===== config.mk =====
export PLATFORM = sky130hd
export DESIGN_NAME = disconnector_control_outputs
export DESIGN_NICKNAME = d
export VERILOG_FILES = /design/src/logic/dc_ctrl_pkg.sv /design/src/logic/disconnector_control_outputs.sv
export SDC_FILE = /design/constraint.sdc
export NUM_CORES = 1
export LEC_CHECK = 0
export BUFFER_PORTS_ARGS = -buffer_cell sky130_fd_sc_hd__buf_2
export CAP_MARGIN = 20
export CORE_MARGIN = 2
export CORE_UTILIZATION = 47
export DETAILED_ROUTE_END_ITERATION = 10
export HOLD_SLACK_MARGIN = 0.03
export PLACE_DENSITY_LB_ADDON = 0.25
export SLEW_MARGIN = 25
export SYNTH_ARGS = -nofsm -noshare
export SYNTH_HDL_FRONTEND = slang
export SYNTH_SLANG_ARGS = --single-unit

===== constraint.sdc =====
create_clock -name clk -period 6 [get_ports clk]
set_input_delay 0.3 -clock clk [delete_from_list [all_inputs] [get_ports clk]]
set_output_delay 0.3 -clock clk [all_outputs]
set_load 0.02 [all_outputs]

===== src/logic/dc_ctrl_pkg.sv =====
package dc_ctrl_pkg;
  // timing base
  localparam int unsigned CLK_HZ = 25000000;
  localparam int unsigned MS_CYCLES = CLK_HZ / 1000;
  localparam int unsigned MS_CNT_W = 15;
  localparam logic [MS_CNT_W-1:0] MS_LAST = MS_CNT_W'(MS_CYCLES - 1);
  // durations in milliseconds, then setting and counter widths in bits
  localparam int unsigned OPER_PULSE_MS = 150;
  localparam int unsigned MIN_PULSE_MS = 1000;
  localparam int unsigned PULSE_MS_MIN = 100;
  localparam int unsigned INTER_MS_MIN = 20;
  localparam int unsigned SET_W = 16;
  localparam int unsigned CNT_W = 16;
  localparam logic [SET_W-1:0] OPER_PULSE_TICKS = SET_W'(OPER_PULSE_MS);
  localparam logic [SET_W-1:0] MIN_PULSE_TICKS = SET_W'(MIN_PULSE_MS);
  // position state codes
  typedef enum logic [1:0] {
    POS_INTER = 2'h0,
    POS_OFF = 2'h1,
    POS_ON = 2'h2,
    POS_BAD = 2'h3
  } pos_t;
  // command channel values
  localparam logic CMD_VAL_OFF = 1'b0;
  localparam logic CMD_VAL_ON = 1'b1;
endpackage


===== src/logic/disconnector_control_outputs.sv =====
`timescale 1ns/1ns
module disconnector_control_outputs #(
  parameter int unsigned TICK_CYCLES = dc_ctrl_pkg::MS_CYCLES // clock cycles per millisecond tick
) (
  input wire logic clk, // 25 MHz
  input wire logic rst_n, // async reset, active low
  input wire logic openPositionInput, // open feedback pin
  input wire logic closedPositionInput, // closed feedback pin
  input wire logic localEnable, // local control allowed
  input wire logic remoteEnable, // remote control allowed
  input wire logic openPermit, // interlock open enable
  input wire logic closePermit, // interlock close enable
  input wire logic operationBlock, // blocks all commands
  input wire logic localCmdValid, // local panel command strobe
  input wire logic localCmdValue, // 0 off, 1 on
  input wire logic operateCommandValid, // remote channel strobe
  input wire logic operateCommandValue, // 0 off, 1 on
  input wire logic counterReset, // clear operation counter
  input wire logic [15:0] pulseDurationMs, // command pulse setting
  input wire logic [15:0] maxIntermediateMs, // intermediate filter setting
  output logic offCommandPulse, // open coil command
  output logic onCommandPulse, // close coil command
  output logic operationPulse, // 150 ms operation pulse
  output logic closedInd, // filtered closed
  output logic openedInd, // filtered opened
  output logic [1:0] positionStateCode, // filtered state code
  output logic statusEvent, // one cycle on code change
  output logic [15:0] operationCount // operation counter
);
  typedef struct packed {
    logic [1:0] syncA;
    logic [1:0] syncB;
    logic [14:0] msDiv;
    logic offCmd;
    logic onCmd;
    logic [15:0] cmdMs;
    logic [15:0] cmdLen;
    logic oper;
    logic [15:0] operMs;
    logic [15:0] interMs;
    logic [1:0] code;
    logic evt;
    logic [15:0] count;
  } state_t;

  state_t s_reg;
  state_t s_next;
  logic tick;
  logic [1:0] rawCode;
  logic cmdReq;
  logic cmdVal;
  logic cmdPerm;
  logic [15:0] pulseSet;
  logic [15:0] interSet;

  // raw position code from synchronised pins
  assign rawCode = {s_reg.syncB[1], s_reg.syncB[0]};
  // tick length is a parameter so short runs can scale time down
  localparam logic [14:0] TICK_LAST = 15'(TICK_CYCLES - 1);
  assign tick = (s_reg.msDiv == TICK_LAST);
  // remote channel wins when both strobe in one cycle
  assign cmdReq = (localCmdValid & localEnable) | (operateCommandValid & remoteEnable);
  assign cmdVal = (operateCommandValid & remoteEnable) ? operateCommandValue : localCmdValue;
  // settings clamped to documented minimum, keeps counters sane
  assign pulseSet = (pulseDurationMs < 16'(dc_ctrl_pkg::PULSE_MS_MIN)) ?
                    16'(dc_ctrl_pkg::PULSE_MS_MIN) : pulseDurationMs;
  assign interSet = (maxIntermediateMs < 16'(dc_ctrl_pkg::INTER_MS_MIN)) ?
                    16'(dc_ctrl_pkg::INTER_MS_MIN) : maxIntermediateMs;

  // next-state logic
  always_comb begin
    s_next = s_reg;
    s_next.evt = 1'b0;
    cmdPerm = (cmdVal == dc_ctrl_pkg::CMD_VAL_OFF) ? openPermit : closePermit;
    // pins: bit0 open, bit1 closed, two-stage sync
    s_next.syncA = {closedPositionInput, openPositionInput};
    s_next.syncB = s_reg.syncA;
    s_next.msDiv = tick ? '0 : s_reg.msDiv + 15'h0001;
    // command pulse timing
    if (s_reg.offCmd || s_reg.onCmd) begin
      if (tick) begin
        s_next.cmdMs = s_reg.cmdMs + 16'h0001;
      end
      if ((s_reg.cmdMs >= dc_ctrl_pkg::MIN_PULSE_TICKS) &&
          ((s_reg.offCmd && s_reg.code == dc_ctrl_pkg::POS_OFF) ||
           (s_reg.onCmd && s_reg.code == dc_ctrl_pkg::POS_ON))) begin
        s_next.offCmd = 1'b0;
        s_next.onCmd = 1'b0;
      end
      if (s_reg.cmdMs >= s_reg.cmdLen) begin
        s_next.offCmd = 1'b0;
        s_next.onCmd = 1'b0;
      end
    end else begin
      if (cmdReq && cmdPerm && !operationBlock) begin
        s_next.offCmd = (cmdVal == dc_ctrl_pkg::CMD_VAL_OFF);
        s_next.onCmd = (cmdVal == dc_ctrl_pkg::CMD_VAL_ON);
        s_next.cmdMs = '0;
        s_next.cmdLen = pulseSet;
      end
    end
    // intermediate filter; other codes pass at once
    if (rawCode != dc_ctrl_pkg::POS_INTER) begin
      s_next.interMs = '0;
      s_next.code = rawCode;
    end else if (s_reg.code != dc_ctrl_pkg::POS_INTER) begin
      if (tick) begin
        s_next.interMs = s_reg.interMs + 16'h0001;
      end
      if (s_reg.interMs >= interSet) begin
        s_next.code = dc_ctrl_pkg::POS_INTER;
        s_next.interMs = '0;
      end
    end
    if (s_next.code != s_reg.code) begin
      s_next.evt = 1'b1;
    end
    // operation pulse on reaching a new end position
    if (s_next.code != s_reg.code &&
        (s_next.code == dc_ctrl_pkg::POS_OFF || s_next.code == dc_ctrl_pkg::POS_ON)) begin
      s_next.oper = 1'b1;
      s_next.operMs = '0;
    end else if (s_reg.oper) begin
      if (tick) begin
        s_next.operMs = s_reg.operMs + 16'h0001;
      end
      if (s_reg.operMs >= dc_ctrl_pkg::OPER_PULSE_TICKS) begin
        s_next.oper = 1'b0;
      end
    end
    // count rising edge; reset clears, a same-cycle edge then counts from zero to 1
    if (counterReset) begin
      s_next.count = '0;
    end
    if (s_next.oper && !s_reg.oper) begin
      s_next.count = (counterReset ? 16'h0000 : s_reg.count) + 16'h0001;
    end
  end

  // single state register
  always_ff @(posedge clk or negedge rst_n) begin
    if (!rst_n) begin
      s_reg <= '0;
    end else begin
      s_reg <= s_next;
    end
  end

  assign offCommandPulse = s_reg.offCmd;
  assign onCommandPulse = s_reg.onCmd;
  assign operationPulse = s_reg.oper;
  assign positionStateCode = s_reg.code;
  // filtered outputs derive from the code only
  assign openedInd = (s_reg.code == dc_ctrl_pkg::POS_OFF);
  assign closedInd = (s_reg.code == dc_ctrl_pkg::POS_ON);
  assign statusEvent = s_reg.evt;
  assign operationCount = s_reg.count;

  // assertions
  // pulses never overlap
  a_cmd_exclusive: assert property (@(posedge clk) disable iff (!rst_n)
    !(offCommandPulse && onCommandPulse)) else $error("both command pulses active");
  a_block_refuse: assert property (@(posedge clk) disable iff (!rst_n)
    $rose(offCommandPulse | onCommandPulse) |-> !$past(operationBlock)) else $error("command while blocked");
  a_open_permit: assert property (@(posedge clk) disable iff (!rst_n)
    $rose(offCommandPulse) |-> $past(openPermit)) else $error("open without permit");
  a_close_permit: assert property (@(posedge clk) disable iff (!rst_n)
    $rose(onCommandPulse) |-> $past(closePermit)) else $error("close without permit");
  a_min_pulse: assert property (@(posedge clk) disable iff (!rst_n)
    $fell(offCommandPulse | onCommandPulse) |-> $past(s_reg.cmdMs) >= dc_ctrl_pkg::MIN_PULSE_TICKS ||
    $past(s_reg.cmdMs) >= $past(s_reg.cmdLen)) else $error("pulse too short");
  a_opened_code: assert property (@(posedge clk) disable iff (!rst_n)
    openedInd |-> positionStateCode == 2'h1 && !closedInd) else $error("opened mismatch");
  a_event_change: assert property (@(posedge clk) disable iff (!rst_n)
    (positionStateCode != $past(positionStateCode)) |-> statusEvent) else $error("missed event");
  a_count_step: assert property (@(posedge clk) disable iff (!rst_n)
    $rose(operationPulse) |-> operationCount == $past(operationCount) + 16'h0001 ||
    operationCount == 16'h0001) else $error("count not stepped");
  a_count_clear: assert property (@(posedge clk) disable iff (!rst_n)
    counterReset && !s_next.oper |=> operationCount == 16'h0000) else $error("count not cleared");
  a_code_map: assert property (@(posedge clk) disable iff (!rst_n)
    rawCode != 2'h0 |=> positionStateCode == $past(rawCode)) else $error("code mismatch");

  a_cmd_latch: assert property (@(posedge clk) disable iff (!rst_n)
    $rose(offCommandPulse | onCommandPulse) |-> s_reg.cmdLen == $past(pulseSet))
    else $error("pulse length not latched");
  a_off_max: assert property (@(posedge clk) disable iff (!rst_n)
    offCommandPulse |-> s_reg.cmdMs <= s_reg.cmdLen)
    else $error("open pulse overran");
  a_on_max: assert property (@(posedge clk) disable iff (!rst_n)
    onCommandPulse |-> s_reg.cmdMs <= s_reg.cmdLen)
    else $error("close pulse overran");
  a_off_hold: assert property (@(posedge clk) disable iff (!rst_n)
    offCommandPulse && s_reg.cmdMs < s_reg.cmdLen && positionStateCode != dc_ctrl_pkg::POS_OFF |=> offCommandPulse)
    else $error("open pulse ended early");
  a_on_hold: assert property (@(posedge clk) disable iff (!rst_n)
    onCommandPulse && s_reg.cmdMs < s_reg.cmdLen && positionStateCode != dc_ctrl_pkg::POS_ON |=> onCommandPulse)
    else $error("close pulse ended early");
  a_off_dir: assert property (@(posedge clk) disable iff (!rst_n)
    $rose(offCommandPulse) |-> $past(cmdVal) == dc_ctrl_pkg::CMD_VAL_OFF)
    else $error("open pulse for on value");
  a_on_dir: assert property (@(posedge clk) disable iff (!rst_n)
    $rose(onCommandPulse) |-> $past(cmdVal) == dc_ctrl_pkg::CMD_VAL_ON)
    else $error("close pulse for off value");
  a_enable_req: assert property (@(posedge clk) disable iff (!rst_n)
    $rose(offCommandPulse | onCommandPulse) |-> $past(cmdReq))
    else $error("command without enabled request");
  a_block_quiet: assert property (@(posedge clk) disable iff (!rst_n)
    operationBlock && !offCommandPulse && !onCommandPulse |=> !offCommandPulse && !onCommandPulse)
    else $error("pulse started while blocked");
  a_early_end: assert property (@(posedge clk) disable iff (!rst_n)
    offCommandPulse && s_reg.cmdMs >= dc_ctrl_pkg::MIN_PULSE_TICKS &&
    positionStateCode == dc_ctrl_pkg::POS_OFF |=> !offCommandPulse) else $error("open pulse not withdrawn");
  a_oper_entry: assert property (@(posedge clk) disable iff (!rst_n)
    $rose(operationPulse) |-> statusEvent && (openedInd || closedInd))
    else $error("operation pulse without new position");
  a_oper_len: assert property (@(posedge clk) disable iff (!rst_n)
    operationPulse |-> s_reg.operMs <= dc_ctrl_pkg::OPER_PULSE_TICKS)
    else $error("operation pulse overran");
  a_oper_stay: assert property (@(posedge clk) disable iff (!rst_n)
    operationPulse && s_reg.operMs < dc_ctrl_pkg::OPER_PULSE_TICKS |=> operationPulse)
    else $error("operation pulse too short");
  a_closed_code: assert property (@(posedge clk) disable iff (!rst_n)
    closedInd |-> positionStateCode == dc_ctrl_pkg::POS_ON && !openedInd)
    else $error("closed mismatch");
  a_close_settle: assert property (@(posedge clk) disable iff (!rst_n)
    rawCode == dc_ctrl_pkg::POS_ON |=> closedInd)
    else $error("closed not shown");
  a_open_settle: assert property (@(posedge clk) disable iff (!rst_n)
    rawCode == dc_ctrl_pkg::POS_OFF |=> openedInd)
    else $error("opened not shown");
  a_bad_code: assert property (@(posedge clk) disable iff (!rst_n)
    rawCode == dc_ctrl_pkg::POS_BAD |=> positionStateCode == dc_ctrl_pkg::POS_BAD)
    else $error("bad state not shown");
  a_inter_quiet: assert property (@(posedge clk) disable iff (!rst_n)
    positionStateCode == dc_ctrl_pkg::POS_INTER || positionStateCode == dc_ctrl_pkg::POS_BAD |->
    !openedInd && !closedInd) else $error("indication in intermediate or bad");
  a_inter_hold: assert property (@(posedge clk) disable iff (!rst_n)
    $changed(positionStateCode) && positionStateCode == dc_ctrl_pkg::POS_INTER |->
    $past(s_reg.interMs) >= $past(interSet)) else $error("intermediate reported early");
  a_event_quiet: assert property (@(posedge clk) disable iff (!rst_n)
    statusEvent |-> $changed(positionStateCode))
    else $error("event without change");
  a_tick_range: assert property (@(posedge clk) disable iff (!rst_n)
    s_reg.msDiv <= TICK_LAST)
    else $error("tick divider out of range");
  a_count_hold: assert property (@(posedge clk) disable iff (!rst_n)
    !$rose(operationPulse) && !$past(counterReset) |-> operationCount == $past(operationCount))
    else $error("count moved without operation");

  // main scenarios reached
  c_open_cmd: cover property (@(posedge clk) disable iff (!rst_n) $rose(offCommandPulse));
  c_close_cmd: cover property (@(posedge clk) disable iff (!rst_n) $rose(onCommandPulse));
  c_oper: cover property (@(posedge clk) disable iff (!rst_n) $fell(operationPulse));
  c_bad: cover property (@(posedge clk) disable iff (!rst_n) positionStateCode == 2'h3);
  c_clear: cover property (@(posedge clk) disable iff (!rst_n) counterReset && operationCount != 16'h0000);
endmodule // disconnector_control_outputs


# --- After elaboration in Yosys (flattened, before gate mapping) ---
# Cells that the tools add are included.
totals:
  ff_bits: 105
  input_bits: 46
  wordCells: 82
classes:
  addsub: 5
  order_cmp: 6
  eq_ne: 8
  n_mux: 21
  bitwise: 5
  reduce_logical: 24
ops:
  columns: ["cell", "count"]
  rows:
  - ["16-bit 2-to-1 mux", 7]
  - ["18-bit 2-to-1 mux", 4]
  - ["16-bit by 1-bit adder with 16-bit output, second input constant", 4]
  - ["17-bit 2-to-1 mux", 2]
  - ["34-bit 2-to-1 mux", 1]
  - ["16-bit >= comparator", 2]
  - ["16-bit by 10-bit >= comparator with 1-bit output, second input constant", 1]
  - ["16-bit by 8-bit >= comparator with 1-bit output, second input constant", 1]
  - ["16-bit by 5-bit < comparator with 1-bit output, second input constant", 1]
  - ["16-bit by 7-bit < comparator with 1-bit output, second input constant", 1]
  - ["15-bit by 1-bit adder with 15-bit output, second input constant", 1]
  - ["15-bit equality test, second input constant", 1]
  - ["15-bit 2-to-1 mux", 1]
  - ["2-bit nonzero test", 6]
  - ["2-bit AND reduction", 5]
  - ["1-bit logical AND", 7]
  - ["2-bit by 1-bit equality test with 1-bit output, second input constant", 2]
  - ["2-bit equality test, second input constant", 2]
  - ["1-bit 2-to-1 mux", 4]
  - ["2-bit 2-to-1 mux", 2]
  - ["1-bit logical OR", 3]
  - ["3-bit by 1-bit != test with 1-bit output, second input constant", 1]
  - ["3-bit nonzero test", 1]
  - ["1-bit AND", 2]
  - ["5 further kinds", 7]

# --- Longest topological paths before layout ---
# Gate-level depths: netlist of run 1.
depth:
  depth_word: 12
  depth_mapped: 12
  depth_no_buf: 10

# --- Worst setup path before layout of run 1 ---
# OpenSTA, ideal clock, no wires.
synth_path:
  kind: "input port to flip-flop"
  start: "input port maxIntermediateMs[15]"
  end: "register s_reg[22] in the netlist's numbering"
  arrival_ns: 2.544
  setup_slack_ns: 3.374
  cell_stages: 10
  path_buffers: 0
  cell_sequence: "nor4_1 > nand4_1 > and2_1 > ha_1 > nor3b_1 > o21ai_0 > a32oi_1 > nand2_1 > or4_1 > a31oi_1"
synth_between:
  elab_chain_cells: 6
  elab_cells_between_ends: 8
synth_lines:
  columns: ["item", "line", "text"]
  rows:
  - ["start: declaration", "disconnector_control_outputs.sv:20", "input wire logic [15:0] maxIntermediateMs,"]
  - ["16-bit by 5-bit < comparator with 1-bit output", "disconnector_control_outputs.sv:67", "assign interSet = (maxIntermediateMs < 16'(dc_ctrl_pkg::INTER_MS_MIN)) ?"]
  - ["16-bit 2-to-1 mux *", "disconnector_control_outputs.sv:67", null]
  - ["16-bit >= comparator *", "disconnector_control_outputs.sv:110", "if (s_reg.interMs >= interSet) begin"]
  - ["18-bit 2-to-1 mux", "disconnector_control_outputs.sv:110", null]
  - ["18-bit 2-to-1 mux", "disconnector_control_outputs.sv:106", "end else if (s_reg.code != dc_ctrl_pkg::POS_INTER) begin"]
  - ["18-bit 2-to-1 mux", "disconnector_control_outputs.sv:103", "if (rawCode != dc_ctrl_pkg::POS_INTER) begin"]
  - ["end signal: assignment", "disconnector_control_outputs.sv:145", "s_reg <= s_next;"]
  - ["end: declaration", "disconnector_control_outputs.sv:46", "state_t s_reg;"]
# Mark *: on every way between the ends. The rest lies on a longest branch, timed or not. The select of a mux whose other input is x is not followed.
# A chain may end at the register's enable or synchronous reset.

# --- Worst setup path after layout of run 1 ---
layout_path:
  start: "input port maxIntermediateMs[15]"
  end: "register s_reg[34] in the netlist's numbering"
# Same word-level chain as after synthesis.

==> key figures, run 1 <==
Run status
  • Status: completed

Clock tree
  • CTS tree: yes
  • Total CTS buffers: 9
  • Clock transition at path regs: 0.06 ns
  • Clk_lat worst skew: 0.35 ns
  • H-tree depth: 3
  • Clk sinks: 105
  • Root Buffer: clkbuf_16
  • CTS max path bufs: 2

Logic synthesis
  • Post-synth EDFFs: 0
  • Post-synth ARST share: 100.0%
  • Cell count after synthesis: 672
  • YS warnings: 0
  • Netlist cell types: 62
  • Main synth FF type: dfrtp_1
  • Synth Net Count: 757
  • Synthesized area: 0.006132 mm^2
  • Mean Syn Cell Area: 9.125 um^2
  • Sequential cell area fraction in the yosys report: 42.85%
  • Yosys reg bits: 105

Setup path
  • Critical-path cell list: buf_2, nor4_1, nand4_1, and2_1, ha_1, nor3b_1, o21ai_0, a32oi_1, and2_1, o21ai_0, nor2_1
  • Arrival @ worst endpoint: 2.99 ns
  • Max stage delay on crit path: 0.56 ns
  • CP bufs+invs: 1
  • Crit path max-delay family: simple AND/OR/NAND/NOR gates
  • Crit path kind: in -> reg
  • Critical Path Slowest Stage Cell: and2_1
  • Worst setup SP type: input port
  • Reg-to-Reg End: s_reg[77]$_DFFE_PN0P_
  • Crit Path Max Fanout: 17
  • Worst R2R Start: s_reg[86]$_DFF_PN0_
  • Reg2reg path depth: 7
  • Critical Path End Type: flip-flop
  • R2R setup slack: 3.38 ns
  • Worst EP required: 6.27 ns

Floorplanning
  • Die area: 0.01398 mm^2
  • Initial core utilization: 48.40%
  • Die Y: 118.2 um
  • IO Pins: 70
  • Die Wd: 118.2 um
  • # rows: 41
  • Core footprint: 0.01267 mm^2

Power
  • PwrDens: 257.3 mW/mm^2
  • Leak: 3.155 nW
  • Maximum vdd drop: 247.3 uV

STA
  • Final hold vios: 0
  • Fmax: 0.3679 GHz
  • Final period utilization: 45.31%
  • Worst Skew: 0.01061 ns
  • WHS: 0.05711 ns
  • RSZ-0062 raised after global routing: false
  • Endpoints failing setup: 0
  • Slew Viols, Final: 0
  • Setup ws final: 3.282 ns
  • Final Critical Period: 2.718 ns
  • Slew HR: 44.72%
  • Setup TNS: 0 ns
  • Slew @ Worst Pin: 0.8292 ns

Cells and area
  • Flip-flop count of the largest register after layout: 79
  • Inserted Diodes: 0
  • Most frequent cells in the layout: dfrtp_1, buf_2, nor2_1
  • Most common library cell in the layout ignoring fill and taps: dfrtp_1
  • Share of layout cells above drive strength 1: 14.46%
  • Area growth syn-to-layout: 10.73%
  • Post-Layout Cell Count: 891
  • Finished Core Util: 53.59%
  • Layout Nets: 799

Placement
  • DP Worst Slack: 2.884 ns
  • PortBufs: 69
  • Final GP Congestion: 0.8584
  • Final HPWL DP: 8924 um
  • Dpl cells: 874

Routing
  • Post-route ant nets: 0
  • First-pass DRT Iterations: 5
  • Starting DRC count in detailed routing: 231
  • DRC viols: 0
  • Vias/cell: 5.524
  • Total number of vias: 4922
  • DR WL/cell: 13.96 um
  • Final WL: 12440 um

Global routing
  • First-pass GRT wire length: 21930 um
  • Antenna violations before repair: 0
  • Vias in the first global route: 4916
  • Pin count of the biggest net entering global routing: 67
  • Gr usage total: 18.90%
  • Remaining Overflow, GRT: 0

Hold path
  • HP Start: closedPositionInput
  • Hold depth: 1
  • Hold path endpoint: s_next[102]$_DFF_PN0_
  • Hold WC Path Type: in -> reg

Flow run
  • Max cap viols: 0
[cell families (layout without fill, tap and decap cells)]
group	after synthesis	count (layout)	share of synthesized area, %
compound gates	119	119	11.92
xor+xnor	43	43	6.142
fa+ha+maj	39	39	7.958
buf+inv	85	132	6.611
flops	105	105	42.85
mux	3	3	0.5101
simple gates	278	278	24.02
[worst max-delay path by stage]
stage	from	end	slack, ns	depth (start not counted)
after floorplan	maxIntermediateMs[15]	s_reg[22]$_DFFE_PN0P_	3.37	10
after global routing	maxIntermediateMs[15]	s_reg[34]$_DFFE_PN0P_	2.96	11
after detailed placement	maxIntermediateMs[15]	s_reg[21]$_DFFE_PN0P_	2.88	11
final	maxIntermediateMs[15]	s_reg[34]$_DFFE_PN0P_	3.28	11
after CTS	maxIntermediateMs[15]	s_reg[21]$_DFFE_PN0P_	3.27	11
after global placement	maxIntermediateMs[15]	s_reg[25]$_DFFE_PN0P_	2.97	11
[metal layers]
metal	part of all wire (%)	global-route usage, %
met2	49	31.68
met5	0	0
met3	4.0	4.971
met1	46	23.80
met4	1.1	5.949
[synth_stat cells, types with 16 or more instances]
master / instances / area share, %
clkbuf_1: 16 / 0.98
ha_1: 39 / 8.0
nor2_1: 63 / 3.9
nand2_1: 58 / 3.6
a21oi_1: 22 / 1.8
inv_1: 42 / 2.6
xor2_1: 25 / 3.6
nand3_1: 40 / 3.3
o21ai_0: 44 / 3.6
xnor2_1: 18 / 2.6
buf_4: 19 / 2.3
nand4_1: 26 / 2.7
dfrtp_1: 105 / 43
[per-stage QoR]
step / cell area, um^2 / power [mW]
2_1_floorplan: 6132 / 1.054
3_3_place_gp: 6481 / 1.148
3_5_place_dp: 6481 / 1.167
4_1_cts: 6790 / 1.774
5_1_grt: 6790 / 1.857
6_report: 6790 / 1.747
[cell type report]
class	instances	area, um^2
Inverter	42	157.7
Fill cell	1157	5881
Multi-Input combinational cell	482	3103
Clock inverter	7	73.82
Tap cell	172	215.2
Clock buffer	9	225.2
Timing Repair Buffer	74	387.9
Sequential cell	105	2628
[power by group]
part	total [mW]	leakage, nW	switching (mW)	internal [mW]
sequential	0.851	1.40	0.0660	0.785
combinational	0.304	1.61	0.177	0.126
clock	0.592	0.147	0.266	0.326
[worst reg2reg max path, cell delays in order (launching register included)]
cell and delay [ns]:
dfrtp_1 0.38, ha_1 0.25, and4_1 0.28, nand4_4 0.27, nor2_1 0.65, nor2_1 0.31
o21ai_0 0.25, o41ai_1 0.09
[timing repair]
item,CTS,global route
setup endpoints to repair,0,0
setup buffers,0,0
hold buffers,1,0
endpoints found under the hold margin,39,0
gates resized for setup,0,0
No activity file was read; power rests on OpenSTA's default activity.
==> run 2, diff against run 1 <==
- ABC_AREA: unset -> 1
- clock period: 6 -> 2.5 ns (I/O delays scaled with it)
==> run 2 against run 1 <==
- non-clock buffer count grew 36
- clock skew decreased by 0.0044 ns
- largest power group unchanged
- wire length rose by 22%
- cell area is 17% higher
- register-to-register slack lost 3.0 ns
- first-iteration DRC count up 72%
- die area up 11%
- largest cell class unchanged
- cell count grew 31%
- utilization up 1.5 points
- synthesized cell count rose by 33%
- sequential cell count stayed put
==> key figures, run 2 <==
Setup path
  • R2R setup slack: 0.37 ns
  • Crit Path Max Fanout: 8
  • Worst path most repeated cell: nand2_1
  • Critical-path cell list: buf_2, nor4_2, buf_4, nand3_1, inv_1, nor2_1, ha_1, nand2_1, inv_1, nand2_1, nor2_1, nor2_1, nand2_1, nand2_2, nand3_1, nand2_2, nand2_1, nand2_1, nand2_4, nand3_2, nand2_1, nand2_1
  • Critical Path Slowest Stage Cell: nor4_2
  • Worst R2R Start: s_reg[32]$_DFFE_PN0P_
  • Reg-to-Reg End: operationCount[7]$_DFF_PN0_
  • Critical Path End Type: flip-flop
  • Crit path kind: in -> reg
  • Reg2reg path depth: 11
  • Max stage delay on crit path: 0.29 ns
  • Crit path max-delay family: simple AND/OR/NAND/NOR gates
  • Arrival @ worst endpoint: 2.43 ns
  • Worst setup SP type: input port
  • CP bufs+invs: 4
  • Worst EP required: 2.74 ns

Clock tree
  • Clk_lat worst skew: 0.36 ns
  • CTS tree: yes
  • Total CTS buffers: 9
  • Post-CTS Setup Repair Bufs: 0
  • CTS max path bufs: 2
  • H-tree depth: 3
  • Clk sinks: 105
  • Root Buffer: clkbuf_16
  • Clock transition at path regs: 0.07 ns

Hold path
  • Hold depth: 4
  • Hold WC Path Type: in -> reg
  • Hold path endpoint: offCommandPulse$_DFFE_PN0P_
  • HP Start: operationBlock

Logic synthesis
  • Netlist cell types: 50
  • Area contributors post-synth: dfrtp_1, nand2_1, inv_1
  • Cell count after synthesis: 891
  • Synthesized area: 0.006859 mm^2
  • Yosys top cell area share: 38.31%
  • Synth Net Count: 976
  • Sequential cell area fraction in the yosys report: 38.31%
  • Most frequent cell after synthesis: nand2_1
  • YS warnings: 0
  • Post-synth ARST share: 100.0%
  • Mean Syn Cell Area: 7.698 um^2
  • Area leader, netlist: dfrtp_1
  • Post-synth EDFFs: 0
  • Yosys reg bits: 105
  • Main synth FF type: dfrtp_1
  • Post-synth top cells: nand2_1, inv_1, dfrtp_1

Cells and area
  • Area of the multi-input gates: 0.003498 mm^2
  • Fill cell count: 1354
  • Register area: 0.002628 mm^2
  • Inserted Diodes: 0
  • Flip-flop count of the largest register after layout: 79
  • Most common library cell in the layout ignoring fill and taps: nand2_1
  • Post-Layout Cell Count: 1171
  • Area growth syn-to-layout: 15.38%
  • Most frequent cells in the layout: nand2_1, inv_1, dfrtp_1
  • Share of layout cells above drive strength 1: 15.91%
  • Layout Nets: 1067
  • Final instance area: 0.007914 mm^2

Power
  • Sw frac: 28.98%
  • Maximum vdd drop: 309.4 uV
  • Clock power share: 34.3%
  • Seq pwr share: 45.1%
  • Internal: 3.083 mW
  • Leak: 3.969 nW
  • Combinational fraction of design power: 20.6%
  • PwrDens: 548.5 mW/mm^2
  • NetSw: 1.258 mW
  • Final Power: 4.340 mW

STA
  • Fmax: 0.4573 GHz
  • Endpoints failing setup: 0
  • Final hold vios: 0
  • Worst Skew: 0.006241 ns
  • Slew @ Worst Pin: 0.5562 ns
  • Final Critical Period: 2.187 ns
  • Slew Viols, Final: 0
  • WHS: 0.06494 ns
  • Slew HR: 62.58%
  • Setup TNS: 0 ns
  • Final period utilization: 87.48%

Routing
  • DR WL/cell: 13.00 um
  • Vias/cell: 5.039
  • Final WL: 15220 um
  • Starting DRC count in detailed routing: 397
  • Total number of vias: 5901
  • DRC viols: 0
  • Post-route ant nets: 0
  • First-pass DRT Iterations: 5

Global routing
  • Vias in the first global route: 5768
  • Antenna violations before repair: 0
  • Remaining Overflow, GRT: 0
  • Pin count of the biggest net entering global routing: 47
  • First-pass GRT wire length: 26520 um
  • Gr usage total: 20.47%

Placement
  • PortBufs: 69
  • Dpl cell area: 0.007421 mm^2
  • Dpl cells: 1138
  • Final HPWL DP: 11300 um
  • Final GP Congestion: 0.8698

Floorplanning
  • # rows: 44
  • Die area: 0.01558 mm^2
  • Die Y: 124.8 um
  • Initial core utilization: 47.74%
  • Core footprint: 0.01437 mm^2
  • Die Wd: 124.8 um
  • IO Pins: 70

Flow run
  • Max cap viols: 0

Run status
  • Status: completed
-- run 2: cell count changes after synthesis, moves of 11 or more --
cell / delta
nor2_1: +16
inv_1: +92
clkbuf_1: -12
nor2_2: +17
nand4_1: +11
nor3_1: +21
nand3_1: +14
nand2_1: +125
a31oi_1: -12
xnor2_1: -12
and3_1: -12
-- run 2: cell type report --
type / count / area share [%]
Sequential cell: 105 / 33.20
Clock buffer: 13 / 3.036
Timing Repair Buffer: 110 / 8.949
Multi-Input combinational cell: 615 / 44.21
Inverter: 141 / 6.877
Clock inverter: 3 / 0.8221
Tap cell: 184 / 2.909
-- run 2: stage by stage --
step / setup WS (ns) / utilization, %
CTS: 0.2217 / 54.89
detailed placement: -0.1545 / 51.65
floorplan: 0.2767 / -
global route: -0.007052 / 55.08
global placement: -0.07884 / 51.65
finish: 0.3130 / 55.08
-- run 2: worst max path at each step --
stage / cells after the start / end / from / slack (ns)
finish: 22 / operationCount[7]$_DFF_PN0_ / maxIntermediateMs[14] / 0.31
global route: 21 / operationCount[11]$_DFF_PN0_ / maxIntermediateMs[14] / -0.007
CTS: 21 / s_reg[38]$_DFFE_PN0P_ / maxIntermediateMs[14] / 0.22
detailed placement: 21 / s_reg[50]$_DFFE_PN0P_ / maxIntermediateMs[14] / -0.15
global placement: 21 / s_reg[50]$_DFFE_PN0P_ / maxIntermediateMs[14] / -0.08
floorplan: 21 / s_reg[40]$_DFFE_PN0P_ / maxIntermediateMs[3] / 0.28
-- run 2: cell families after synthesis --
group	count (synthesis)	share of synthesized area, %
buf+inv	172	11.02
fa+ha+maj	39	7.114
simple gates	442	30.68
mux	3	0.4378
xor+xnor	39	4.980
compound gates	91	7.461
flops	105	38.31
-- run 2: worst reg2reg max path: cells and delay by family (launching register included) --
kind,cells,cell delay (ns)
adders and majority gates,1,0.34
DFF,1,0.44
AOI/OAI and AO/OA,2,0.26
and+or+nand+nor,8,1.00
-- run 2: timing repair --
action / 4_1_cts / 5_1_grt
hold buffers: 16 / 0
hold endpoints to repair: 49 / 0
endpoints found under the setup margin: 0 / 39
resized for setup: 0 / 4
-- run 2: power groups by stage --
stage / clock (mW) / sequential (mW) / combinational (mW)
after floorplan: 0 / 1.99 / 0.565
after global placement: 0 / 1.99 / 0.854
after detailed placement: 0 / 1.99 / 0.870
after CTS: 1.53 / 1.96 / 0.896
after global routing: 1.61 / 1.98 / 1.04
final: 1.49 / 1.96 / 0.892
-- run 2: routing by layer --
layer | global-route usage [%] | vias up | part of all wire, %
met1 | 27.70 | 2723 | 49
met2 | 33.40 | 90 | 46
met4 | 6.543 | 0 | 1.5
li1 | - | 3069 | -
met5 | 0 | - | 0
met3 | 3.694 | 19 | 3.6
==> run 3, diff against run 2 <==
- clock period: 2.5 -> 2.6 ns (I/O delays scaled with it)
==> run 3 against run 2 <==
- cell count fell by 0.68%
- register-to-register slack better by 0.06 ns
- critical path depth is 1 lower
- sequential cell count unchanged
- clock power fell by 8%
- critical endpoint is now operationCount[4]$_DFF_PN0_
- largest cell class unchanged
==> key figures, run 3 (synthesized netlist as in run 2, its figures left out) <==
Clock tree
  • Clk_lat worst skew: 0.35 ns
  • CTS tree: yes
  • H-tree depth: 3
  • Post-CTS Setup Repair Bufs: 0
  • CTS max path bufs: 2
  • Clock transition at path regs: 0.07 ns
  • Clk sinks: 105
  • Total CTS buffers: 9
  • Root Buffer: clkbuf_16

Placement
  • Final HPWL DP: 11180 um
  • Dpl cells: 1133
  • PortBufs: 69
  • Dpl cell area: 0.007383 mm^2
  • Final GP Congestion: 0.8397

Routing
  • Vias/cell: 5.053
  • Post-route ant nets: 0
  • DRC viols: 0
  • Starting DRC count in detailed routing: 393
  • Total number of vias: 5877
  • DR WL/cell: 13.00 um
  • First-pass DRT Iterations: 5
  • Final WL: 15110 um

STA
  • Final Critical Period: 2.226 ns
  • Slew @ Worst Pin: 0.7043 ns
  • Worst Skew: 0.006883 ns
  • Final hold vios: 0
  • Slew Viols, Final: 0
  • WHS: 0.04856 ns
  • Slew HR: 53.05%
  • Final period utilization: 85.61%
  • Endpoints failing setup: 0
  • RSZ-0062 raised after global routing: false
  • Fmax: 0.4492 GHz

Run status
  • Status: completed

Flow run
  • Max cap viols: 0

Power
  • Leak: 3.933 nW
  • PwrDens: 525.2 mW/mm^2
  • Final Power: 4.107 mW
  • Maximum vdd drop: 289.9 uV

Setup path
  • Worst R2R Start: s_reg[19]$_DFFE_PN0P_
  • Worst EP required: 2.85 ns
  • Crit Path Max Fanout: 16
  • R2R setup slack: 0.43 ns
  • Reg2reg path depth: 14
  • Worst setup SP type: input port
  • Critical Path End Type: flip-flop
  • Reg-to-Reg End: operationCount[4]$_DFF_PN0_
  • Arrival @ worst endpoint: 2.47 ns
  • Crit path kind: in -> reg

Cells and area
  • Flip-flop count of the largest register after layout: 79
  • Area growth syn-to-layout: 14.01%
  • Share of layout cells above drive strength 1: 15.42%
  • Inserted Diodes: 0
  • Most common library cell in the layout ignoring fill and taps: nand2_1
  • Fill cell count: 1382
  • Most frequent cells in the layout: nand2_1, inv_1, dfrtp_1
  • Post-Layout Cell Count: 1163
  • Final instance area: 0.007820 mm^2
  • Layout Nets: 1059
  • Finished Core Util: 54.42%

Hold path
  • Hold WC Path Type: in -> reg
  • HP Start: pulseDurationMs[4]
  • Hold depth: 3
  • Hold path endpoint: s_reg[56]$_DFFE_PN0P_

Global routing
  • Remaining Overflow, GRT: 0
  • Pin count of the biggest net entering global routing: 54
  • Vias in the first global route: 5790
  • Antenna violations before repair: 0
  • Gr usage total: 20.60%
  • First-pass GRT wire length: 26820 um

Floorplanning
  • Core footprint: 0.01437 mm^2
  • # rows: 44
  • Initial core utilization: 47.74%
  • Die Wd: 124.8 um
  • Die Y: 124.8 um
  • IO Pins: 70
  • Die area: 0.01558 mm^2
==> run 3: layout make-up <==
type                       instances  area, um^2  area share [%]
multi-input combinational        614        3482           44.53
sequential                       105        2628           33.60
timing repair buffer             103       650.6           8.320
inverter                         141       539.3           6.896
clock buffer                      13       250.2           3.200
tap                              184       230.2           2.944
clock inverter                     3       40.04          0.5120
==> run 3: how the worst max path moves through the flow <==
stage | from | end | cells after the start
3_3_place_gp | maxIntermediateMs[3] | s_reg[50]$_DFFE_PN0P_ | 21
5_1_grt | maxIntermediateMs[14] | operationCount[15]$_DFF_PN0_ | 22
4_1_cts | maxIntermediateMs[14] | s_reg[50]$_DFFE_PN0P_ | 21
3_5_place_dp | maxIntermediateMs[14] | s_reg[50]$_DFFE_PN0P_ | 21
6_report | maxIntermediateMs[14] | operationCount[4]$_DFF_PN0_ | 21
2_1_floorplan | maxIntermediateMs[3] | s_reg[40]$_DFFE_PN0P_ | 21
==> run 3: report_power, final <==
| part | total [mW] | leakage, nW | internal (mW) | switching, mW |
|---|---|---|---|---|
| clock | 1.37 | 0.144 | 0.772 | 0.602 |
| combinational | 0.849 | 2.39 | 0.315 | 0.534 |
| sequential | 1.88 | 1.40 | 1.80 | 0.0888 |
==> run 3: repair_timing <==
item,CTS,global route
endpoints found under the hold margin,64,0
setup endpoints to repair,0,19
hold buffers,14,0
gates resized for setup,0,1
==> run 3: per-layer routing <==
metal | global-route usage, % | up-vias | part of all wire (%)
li1 | - | 3043 | -
met1 | 28.31 | 2716 | 50
met2 | 33.43 | 99 | 46
met3 | 3.136 | 19 | 3.0
met4 | 6.808 | 0 | 1.5
met5 | 0 | - | 0
==> run 3: metrics by stage <==
step	TNS (ns)	setup slack [ns]
floorplan	0	0.3717
finish	0	0.3740
detailed placement	-1.145	-0.06364
CTS	0	0.3252
global route	0	0.001793
global placement	0	0.004819
==> run 3: critical path, cell delays in order <==
cell and delay (ns):
buf_2 0.10, nor4_1 0.28, buf_4 0.16, nand3_1 0.11
inv_1 0.12, nor2_1 0.05, ha_1 0.26, nand2_1 0.06
inv_1 0.03, nand2_1 0.07, nor2_1 0.05, nor2_1 0.08
nand2_1 0.08, nand2_2 0.10, nand3_1 0.09, nand2_2 0.09
nand3_1 0.11, nand2_4 0.11, nand3_4 0.19, nand2_1 0.12
nand2_1 0.06
